$ cat src/design/scan_pkg.sv
// constants and types shared by the sensor end and the controller end
package scan_pkg;
	// ------------------------------------------------------------
	// clock and widths
	// ------------------------------------------------------------
	localparam int CLK_FREQ_MHZ = 50;
	localparam int VIDEO_W = 8;
	localparam int CNT_W = 10;
	localparam int TIME_W = 23;
	localparam int FIFO_DEPTH = 16;
	// ------------------------------------------------------------
	// readout geometry
	// ------------------------------------------------------------
	localparam logic [CNT_W-1:0] PIXEL_COUNT = 10'h200;
	localparam logic [CNT_W-1:0] LEAD_PULSES = 10'h030;
	localparam logic [CNT_W-1:0] TRIG_TOTAL = 10'h230;
	localparam logic [CNT_W-1:0] PARTIAL_PIXELS = 10'h020;
	// ------------------------------------------------------------
	// scan-start timing in clock periods
	// ------------------------------------------------------------
	localparam logic [TIME_W-1:0] MIN_HIGH = 23'h000006;
	localparam logic [TIME_W-1:0] MIN_LOW = 23'h000034;
	localparam logic [TIME_W-1:0] MIN_INTERVAL = 23'h00003a;
	localparam logic [TIME_W-1:0] FULL_CYCLE = 23'h000234;
	localparam logic [TIME_W-1:0] PARTIAL_CYCLE = 23'h000054;
	localparam int MAX_INTERVAL_MS = 100;
	// milliseconds to microseconds, then clock periods per microsecond
	localparam int MAX_INTERVAL_CYCLES = MAX_INTERVAL_MS * 1000 * CLK_FREQ_MHZ;
	// ------------------------------------------------------------
	// state types
	// ------------------------------------------------------------
	typedef enum logic [1:0] {CTL_IDLE, CTL_HIGH, CTL_LOW} ctl_state_t;
	typedef enum logic {RD_IDLE, RD_SHIFT} rd_state_t;
endpackage : scan_pkg

$ cat src/design/scan_link_if.sv
// wires between the sensor and its controller
`timescale 1ns/1ps
`default_nettype none
interface scan_link_if;
	import scan_pkg::*;
	logic scan_start;
	logic trig;
	logic [VIDEO_W-1:0] video;
	logic scan_done;
	modport sensor (input scan_start, output trig, output video, output scan_done);
	modport ctrl (output scan_start, input trig, input video, input scan_done);
endinterface : scan_link_if
`default_nettype wire

$ cat src/design/scan_ctrl.sv
// controller end: scan-start timing, pixel capture and the sample fifo
`timescale 1ns/1ps
`default_nettype none

// ------------------------------------------------------------
// synchronous fifo with valid and ready on both sides
// ------------------------------------------------------------
module sample_fifo #(
	parameter int WIDTH = 8,
	parameter int DEPTH = 16
) (
	input wire logic sys_clk,
	input wire logic rstn,
	input wire logic in_valid,
	output logic in_ready,
	input wire logic [WIDTH-1:0] in_data,
	output logic out_valid,
	input wire logic out_ready,
	output logic [WIDTH-1:0] out_data
);
	localparam int AW = $clog2(DEPTH);
	logic [WIDTH-1:0] mem [0:DEPTH-1];
	logic [AW-1:0] wr_ptr, next_wr_ptr, rd_ptr, next_rd_ptr;
	logic [AW:0] level, next_level;
	logic push, pop;
	logic next_out_valid;
	logic [WIDTH-1:0] next_out_data;

	assign in_ready = (level != (AW+1)'(DEPTH));
	assign push = in_valid && in_ready;
	assign pop = out_valid && out_ready;

	// pointer and level update
	always_comb begin
		next_wr_ptr = push ? wr_ptr + 1'b1 : wr_ptr;
		next_rd_ptr = pop ? rd_ptr + 1'b1 : rd_ptr;
		next_level = level;
		if (push && !pop) begin
			next_level = level + 1'b1;
		end else if (pop && !push) begin
			next_level = level - 1'b1;
		end
		// head word and valid are registered so the read side sees flops
		next_out_valid = (next_level != '0);
		// a word landing in the slot that becomes the head goes straight through
		next_out_data = (push && wr_ptr == next_rd_ptr) ? in_data : mem[next_rd_ptr];
	end

	// storage write
	always_ff @(posedge sys_clk) begin
		if (push) begin
			mem[wr_ptr] <= in_data;
		end
	end

	// pointer registers
	always_ff @(posedge sys_clk or negedge rstn) begin
		if (!rstn) begin
			wr_ptr <= '0;
			rd_ptr <= '0;
			level <= '0;
			out_valid <= 1'b0;
			out_data <= '0;
		end else begin
			wr_ptr <= next_wr_ptr;
			rd_ptr <= next_rd_ptr;
			level <= next_level;
			out_valid <= next_out_valid;
			out_data <= next_out_data;
		end
	end
endmodule : sample_fifo

module scan_ctrl
	import scan_pkg::*;
#(
	parameter int MAX_CYCLES = MAX_INTERVAL_CYCLES
) (
	input wire logic sys_clk,
	input wire logic rstn,
	scan_link_if.ctrl lnk,
	input wire logic run,
	input wire logic [TIME_W-1:0] cycle_req,
	input wire logic [TIME_W-1:0] exposure_req,
	input wire logic [CNT_W-1:0] pixels_wanted,
	output logic [VIDEO_W-1:0] pix_data,
	output logic pix_valid,
	input wire logic pix_ready,
	output logic frame_done,
	output logic overrun,
	output logic scan_busy
);
	// ------------------------------------------------------------
	// settings clamped to the sensor limits
	// ------------------------------------------------------------
	localparam logic [TIME_W-1:0] MAX_CYC = TIME_W'(MAX_CYCLES);
	logic [TIME_W-1:0] want_high, want_cycle;
	logic [CNT_W-1:0] want_pix;

	// derive legal high time and cycle from the request
	always_comb begin
		want_pix = (pixels_wanted > PIXEL_COUNT) ? PIXEL_COUNT : pixels_wanted;
		want_high = (exposure_req < MIN_HIGH) ? MIN_HIGH : exposure_req;
		if (want_high > MAX_CYC - MIN_LOW) begin
			want_high = MAX_CYC - MIN_LOW;
		end
		want_cycle = cycle_req;
		if (want_cycle < want_high + MIN_LOW) begin
			want_cycle = want_high + MIN_LOW;
		end
		if (want_pix <= PARTIAL_PIXELS) begin
			if (want_cycle < PARTIAL_CYCLE) begin
				want_cycle = PARTIAL_CYCLE;
			end
		end else if (want_cycle < FULL_CYCLE) begin
			want_cycle = FULL_CYCLE;
		end
		if (want_cycle < MIN_INTERVAL) begin
			want_cycle = MIN_INTERVAL;
		end
		if (want_cycle > MAX_CYC) begin
			want_cycle = MAX_CYC;
		end
	end

	// ------------------------------------------------------------
	// scan-start generator
	// ------------------------------------------------------------
	ctl_state_t state, next_state;
	logic [TIME_W-1:0] timer, next_timer;
	logic [TIME_W-1:0] cur_high, next_cur_high, cur_cycle, next_cur_cycle;
	logic [CNT_W-1:0] cur_pix, next_cur_pix;
	logic start, next_start;
	logic fifo_in_ready;

	// start pulse sequencing, held at cycle end while the fifo is full
	always_comb begin
		next_state = state;
		next_timer = timer + 1'b1;
		next_cur_high = cur_high;
		next_cur_cycle = cur_cycle;
		next_cur_pix = cur_pix;
		next_start = start;
		unique case (state)
			CTL_IDLE: begin
				next_timer = '0;
				if (run) begin
					next_state = CTL_HIGH;
					next_start = 1'b1;
					next_cur_high = want_high;
					next_cur_cycle = want_cycle;
					next_cur_pix = want_pix;
				end
			end
			CTL_HIGH: begin
				if (next_timer == cur_high) begin
					next_state = CTL_LOW;
					next_start = 1'b0;
				end
			end
			CTL_LOW: begin
				if (next_timer >= cur_cycle) begin
					next_timer = timer;
					if (fifo_in_ready) begin
						next_timer = '0;
						next_state = run ? CTL_HIGH : CTL_IDLE;
						next_start = run;
						next_cur_high = want_high;
						next_cur_cycle = want_cycle;
						next_cur_pix = want_pix;
					end
				end
			end
		endcase
	end

	// ------------------------------------------------------------
	// pixel capture
	// ------------------------------------------------------------
	logic [CNT_W-1:0] pulse_cnt, next_pulse_cnt;
	logic [CNT_W-1:0] pix_num;
	logic take, overrun_set, next_overrun;
	logic fall_seen, next_fall_seen;

	assign pix_num = pulse_cnt - LEAD_PULSES;

	// strobe cycle is the sample point
	always_comb begin
		next_pulse_cnt = pulse_cnt;
		take = 1'b0;
		// the sensor sees the fall one edge after start drops, so restart then
		next_fall_seen = start && !next_start;
		if (fall_seen) begin
			next_pulse_cnt = '0;
		end else if (lnk.trig) begin
			next_pulse_cnt = pulse_cnt + 1'b1;
			take = (pulse_cnt >= LEAD_PULSES) && (pix_num < cur_pix);
		end
		overrun_set = take && !fifo_in_ready;
		next_overrun = overrun || overrun_set;
	end

	sample_fifo #(
		.WIDTH(VIDEO_W),
		.DEPTH(FIFO_DEPTH)
	) u_fifo (
		.sys_clk(sys_clk),
		.rstn(rstn),
		.in_valid(take),
		.in_ready(fifo_in_ready),
		.in_data(lnk.video),
		.out_valid(pix_valid),
		.out_ready(pix_ready),
		.out_data(pix_data)
	);

	// registers of the generator and capture
	always_ff @(posedge sys_clk or negedge rstn) begin
		if (!rstn) begin
			state <= CTL_IDLE;
			timer <= '0;
			cur_high <= MIN_HIGH;
			cur_cycle <= FULL_CYCLE;
			cur_pix <= PIXEL_COUNT;
			start <= 1'b0;
			pulse_cnt <= '0;
			fall_seen <= 1'b0;
			overrun <= 1'b0;
			frame_done <= 1'b0;
			scan_busy <= 1'b0;
		end else begin
			state <= next_state;
			timer <= next_timer;
			cur_high <= next_cur_high;
			cur_cycle <= next_cur_cycle;
			cur_pix <= next_cur_pix;
			start <= next_start;
			pulse_cnt <= next_pulse_cnt;
			fall_seen <= next_fall_seen;
			overrun <= next_overrun;
			frame_done <= lnk.scan_done;
			scan_busy <= (next_state != CTL_IDLE);
		end
	end

	// link runs on sys_clk at 50 MHz
	assign lnk.scan_start = start;
endmodule : scan_ctrl
`default_nettype wire

$ cat src/flat_wrapper.sv
// flat-port wrapper written by rule: the top's interface ports become plain ports
module scan_ctrl_flat import scan_pkg::*;
#(
	parameter int MAX_CYCLES = MAX_INTERVAL_CYCLES
)
  (sys_clk, rstn, run, cycle_req, exposure_req, pixels_wanted, pix_data, pix_valid, pix_ready, frame_done, overrun, scan_busy, lnk_scan_start, lnk_trig, lnk_video, lnk_scan_done);
  scan_link_if lnk_i ();
  input wire logic sys_clk;
  input wire logic rstn;
  input wire logic run;
  input wire logic [TIME_W-1:0] cycle_req;
  input wire logic [TIME_W-1:0] exposure_req;
  input wire logic [CNT_W-1:0] pixels_wanted;
  output logic [VIDEO_W-1:0] pix_data;
  output logic pix_valid;
  input wire logic pix_ready;
  output logic frame_done;
  output logic overrun;
  output logic scan_busy;
  output wire logic [$bits(lnk_i.scan_start)-1:0] lnk_scan_start;
  input wire logic [$bits(lnk_i.trig)-1:0] lnk_trig;
  input wire logic [$bits(lnk_i.video)-1:0] lnk_video;
  input wire logic [$bits(lnk_i.scan_done)-1:0] lnk_scan_done;
  assign lnk_scan_start = lnk_i.scan_start;
  assign lnk_i.trig = lnk_trig;
  assign lnk_i.video = lnk_video;
  assign lnk_i.scan_done = lnk_scan_done;
  scan_ctrl #(.MAX_CYCLES(MAX_CYCLES)) u_core (.sys_clk(sys_clk), .rstn(rstn), .lnk(lnk_i), .run(run), .cycle_req(cycle_req), .exposure_req(exposure_req), .pixels_wanted(pixels_wanted), .pix_data(pix_data), .pix_valid(pix_valid), .pix_ready(pix_ready), .frame_done(frame_done), .overrun(overrun), .scan_busy(scan_busy));
endmodule
$ cat config.mk
export PLATFORM = sky130hd
export DESIGN_NAME = scan_ctrl_flat
export DESIGN_NICKNAME = d
export VERILOG_FILES = /design/src/design/scan_pkg.sv /design/src/design/scan_link_if.sv /design/src/design/scan_ctrl.sv /design/src/flat_wrapper.sv
export SDC_FILE = /design/constraint.sdc
export NUM_CORES = 1
export LEC_CHECK = 0
export ABC_AREA = 1
export BUFFER_PORTS_ARGS = -buffer_cell sky130_fd_sc_hd__buf_2
export CORE_ASPECT_RATIO = 1.75
export CORE_MARGIN = 5
export CORE_UTILIZATION = 50
export CTS_CLUSTER_DIAMETER = 200
export DETAILED_ROUTE_END_ITERATION = 10
export HOLD_SLACK_MARGIN = 0.02
export PLACE_DENSITY = 0.69
export SYNTH_ARGS = -nofsm -noshare
export SYNTH_HDL_FRONTEND = slang
export SYNTH_SLANG_ARGS = --single-unit
$ cat constraint.sdc
create_clock -name sys_clk -period 6.7 [get_ports sys_clk]
set_input_delay 0 -clock sys_clk [delete_from_list [all_inputs] [get_ports sys_clk]]
set_output_delay 0 -clock sys_clk [all_outputs]
set_load 0.01 [all_outputs]
==> parameters.txt <==
Parameter                              Value

Global routing
  Via count of the first global-routing pass ... 11740
  Pin count of the biggest net entering global routing ... 81
  First-pass GRT wire length ... 58420 um
  GR peak layer ... met2
  Global routing met1 resource utilization ... 0.2264
  Overall routing resource usage ... 0.2349
  Number of antenna violations at the first check in global routing ... 0
  Global route total overflow ... 0
  Global routing met2 resource utilization ... 0.4458
  Met3 track demand over resource in global routing ... 0.02107

Logic synthesis
  Top_reg_cell synth ... sky130_fd_sc_hd__edfxtp_1
  Share of synthesized area occupied by flip-flops and latches ... 0.4855
  Syn Std Cell Area ... 0.01402 mm^2
  Top cells by area in the synthesized netlist ... sky130_fd_sc_hd__edfxtp_1 27%, sky130_fd_sc_hd__dfrtp_1 20%, sky130_fd_sc_hd__nand2_1 8.7%
  Main combinational cell family by area after synthesis ... simple AND/OR/NAND/NOR gates
  Flops & latches, synth ... 246
  Async SR Flop Fraction ... 0.4797
  Cell accounting for the most synthesized area ... sky130_fd_sc_hd__edfxtp_1
  Count of unique library cells instantiated by Yosys ... 55
  Arithmetic-cell share of the synthesized area counting full adders, half adders and majority gates ... 0.06160
  Syn. warnings ... 0
  EDFF count, synth ... 128
  Share of Yosys cell area claimed by the top area cell type ... 0.2742
  Net Count, Synth ... 1785
  Share of the synthesized netlist area taken by xor and xnor gates ... 0.02874
  Mapped Avg Cell Area ... 8.515 um^2
  Synth Area in Simple Gates ... 0.2339
  Mux contribution to synthesized area ... 0.0008034
  Synthesized netlist cell count ... 1646
  Complex-gate fraction of the synthesized area ... 0.1168

STA
  Layout Skew ... 0.01348 ns
  Final worst setup slack ... 0.5768 ns
  Final worst-path cycle share ... 0.9139
  Slew at the pin with the worst max-slew slack ... 1.159 ns
  Unrepaired setup endpoints after global routing ... no
  Fin Hold WS ... 0.02666 ns
  Final Max Slew Viols ... 0
  Achievable Freq ... 163.3 MHz
  Final Hold Viols ... 0
  Final sum of negative setup slack ... 0 ns
  Crit path time final ... 6.123 ns
  Max-Slew Margin vs Limit ... 0.2261
  Final setup violation count ... 0

Clock network
  Source-to-sink clock delay at the later pin of the worst-skew pair ... 0.51 ns
  Cell at the root of the clock tree ... sky130_fd_sc_hd__clkbuf_16
  Number of buffers created by CTS ... 21
  TritonCTS sink count ... 246
  CTS tree ... yes
  Post-CTS setup buffers ... 0
  H-tree level count ... 1
  Maximum clock insertion buffer count ... 3
  Clock slew seen by the registers of the worst setup and hold paths ... 0.07 ns

Final layout
  Sequential Area ... 0.006805 mm^2
  Number of filler instances in the final layout ... 2500
  Share of post-route cells with drive strength above 1 ... 0.1090
  Combined area of the multi-input logic cells ... 0.006195 mm^2
  Antenna cell count ... 0
  Count of nets after finishing ... 1896
  Layout-stage area growth over the synthesis result ... 13.10%
  Final core occ ... 0.5688

Place
  Pre-CTS worst setup slack ... 0.7547 ns
  Placer's final routability congestion estimate ... 0.9646
  Post-detailed-placement half-perimeter wirelength ... 27730 um
  IO Port Bufs ... 82

Floorplanning
  Die Area ... 0.03161 mm^2
  Core outline area ... 0.02787 mm^2
  Initial core utilization ... 0.5029
  Width of the die ... 136.6 um
  Floorplan row count ... 81
  Y dimension of the die ... 231.5 um
  Total I/O pin count ... 83

Worst hold path
  Type of the worst min-delay path ... primary input to async pin

Worst setup path
  Source of the worst register-to-register timing path ... u_core.timer[0]
  Worst endpoint required time ... 7.09 ns
  Critical Path AT ... 6.51 ns
  Critical Path Start Type ... primary input
  Largest incremental delay on the critical path ... 0.71 ns
  Largest fanout on the critical path ... 36
  Worst reg-to-reg path cell count ... 29
  Standard cell with the maximum stage delay on the critical path ... sky130_fd_sc_hd__o21ai_0
  Reg2Reg Setup Slack ... 1.09 ns
  Capturing element type of the critical path ... flip-flop
  Crit Path Category ... primary input to flip-flop
  Cell repeated most along the worst path ... sky130_fd_sc_hd__nand2_1
  Launch point of the critical path ... exposure_req[13]
  FF-to-FF End ... u_core.cur_pix[8]

Job
  Count of max-cap constraint violations ... 0

Drt
  Per-cell via count in the routed design ... 5.340
  Wire length per cell ... 17.15 um
  Total number of vias ... 11450
  Number of DRC violations after detailed-routing iteration 0 ... 558
  Overall routed net length ... 36770 um
  DR pass1 iterations ... 5
  Antenna-violating nets left ... 0
  Final routed DRC violation total ... 0

Power
  Power per unit of standard cell area ... 325.6 mW/mm^2
  Final Total Pwr ... 5.161 mW
  VDD IR-drop max ... 235.0 uV
  P_leak ... 7.111 nW

Run status
  Run status ... finished, final reports clean
-- critical path, delay by kind of cell --
family / cells / cell delay [ns]
and+or+nand+nor: 29 / 4.26
buffers and inverters: 6 / 0.95
adders and majority gates: 2 / 0.57
AOI/OAI and AO/OA: 1 / 0.71
-- area by class of cell --
class	count	area share
multi-input combinational	1145	0.3908
clock inverter	13	0.006235
timing repair buffer	140	0.06172
clock buffer	24	0.03449
inverter	203	0.04807
tap	373	0.02944
sequential	246	0.4293
-- sequential cells by signal, indices dropped and copies added, names as in the netlist, 2 cells and up --
signal,cells
u_core.cur_cycle,23
u_core.cur_high,23
u_core.cur_pix,10
u_core.pulse_cnt,10
u_core.state,2
u_core.timer,23
u_core.u_fifo.level,5
u_core.u_fifo.mem,128
u_core.u_fifo.out_data,8
u_core.u_fifo.rd_ptr,4
u_core.u_fifo.wr_ptr,4
-- worst max-delay path by stage --
stage                           endpoint  slack, ns  cells after the start
floorplan           u_core.cur_cycle[12]       2.17                     45
global placement     u_core.cur_cycle[0]       0.75                     35
detailed placement   u_core.cur_cycle[1]       0.75                     37
CTS                  u_core.cur_cycle[1]       0.72                     38
global route        u_core.cur_cycle[17]       0.19                     38
finish               u_core.cur_cycle[1]       0.58                     38
-- power by group --
| part | total, mW | switching [mW] | internal (mW) |
|---|---|---|---|
| registers | 2.02 | 0.160 | 1.86 |
| clock network | 1.16 | 0.534 | 0.628 |
| logic | 1.98 | 1.29 | 0.687 |
-- per-layer routing --
layer | vias up | wire (um)
met5 | - | 0
met3 | 130 | 1293
li1 | 5718 | -
met4 | 0 | 3322
met2 | 313 | 19790
met1 | 5289 | 12360
-- cell families after synthesis --
group	count (synthesis)
buffers and inverters	255
multiplexers	1
XOR/XNOR	46
flip-flops	246
AND/OR/NAND/NOR	758
AO/OA/AOI/OAI	271
adder cells (fa/ha/maj)	69
-- cell usage in the layout (no fill, tap or decap), types with 5 or more instances in the layout --
| master | Yosys | final |
|---|---|---|
| sky130_fd_sc_hd__inv_2 | 4 | 5 |
| sky130_fd_sc_hd__o22ai_1 | 11 | 11 |
| sky130_fd_sc_hd__nor2_2 | 10 | 10 |
| sky130_fd_sc_hd__dlygate4sd3_1 | 0 | 52 |
| sky130_fd_sc_hd__ha_1 | 69 | 69 |
| sky130_fd_sc_hd__o21ai_0 | 125 | 125 |
| sky130_fd_sc_hd__edfxtp_1 | 128 | 128 |
| sky130_fd_sc_hd__buf_2 | 3 | 81 |
| sky130_fd_sc_hd__dfstp_2 | 7 | 7 |
| sky130_fd_sc_hd__o32ai_1 | 17 | 17 |
| sky130_fd_sc_hd__a31oi_1 | 10 | 10 |
| sky130_fd_sc_hd__o211ai_1 | 36 | 36 |
| sky130_fd_sc_hd__buf_4 | 0 | 7 |
| sky130_fd_sc_hd__nand3_1 | 91 | 91 |
| sky130_fd_sc_hd__or2_2 | 5 | 5 |
| sky130_fd_sc_hd__a21oi_1 | 40 | 40 |
| sky130_fd_sc_hd__xor2_1 | 39 | 39 |
| sky130_fd_sc_hd__xnor2_1 | 7 | 7 |
| sky130_fd_sc_hd__nand4_1 | 22 | 22 |
| sky130_fd_sc_hd__clkinv_1 | 2 | 5 |
| sky130_fd_sc_hd__a21oi_2 | 7 | 7 |
| sky130_fd_sc_hd__nand2_2 | 24 | 25 |
| sky130_fd_sc_hd__nor2_1 | 233 | 233 |
| sky130_fd_sc_hd__clkbuf_16 | 0 | 21 |
| sky130_fd_sc_hd__inv_1 | 197 | 196 |
| sky130_fd_sc_hd__nand2_1 | 326 | 325 |
| sky130_fd_sc_hd__nor3_1 | 23 | 23 |
| sky130_fd_sc_hd__dfrtp_1 | 111 | 111 |
-- cells in the mapped netlist, drive strengths merged, types with 22 or more instances --
cell type	count
nand2	353
nor2	247
inv	201
edfxtp	128
o21ai	127
dfrtp	111
nand3	96
ha	69
a21oi	47
clkbuf	41
xor2	39
o211ai	36
nor3	23
nand4	22
-- stage by stage --
stage                     std cells  instance area, um^2
after floorplan                1646                14020
after global placement         2055                14690
after detailed placement       2055                14690
after CTS                      2144                15850
after global routing           2144                15850
final                          2144                15850
-- what timing repair did --
item | CTS | global route
resized for setup | 0 | 0
hold buffers | 52 | 0
hold endpoints to repair | 221 | 0
No activity file was read; power rests on OpenSTA's default activity.
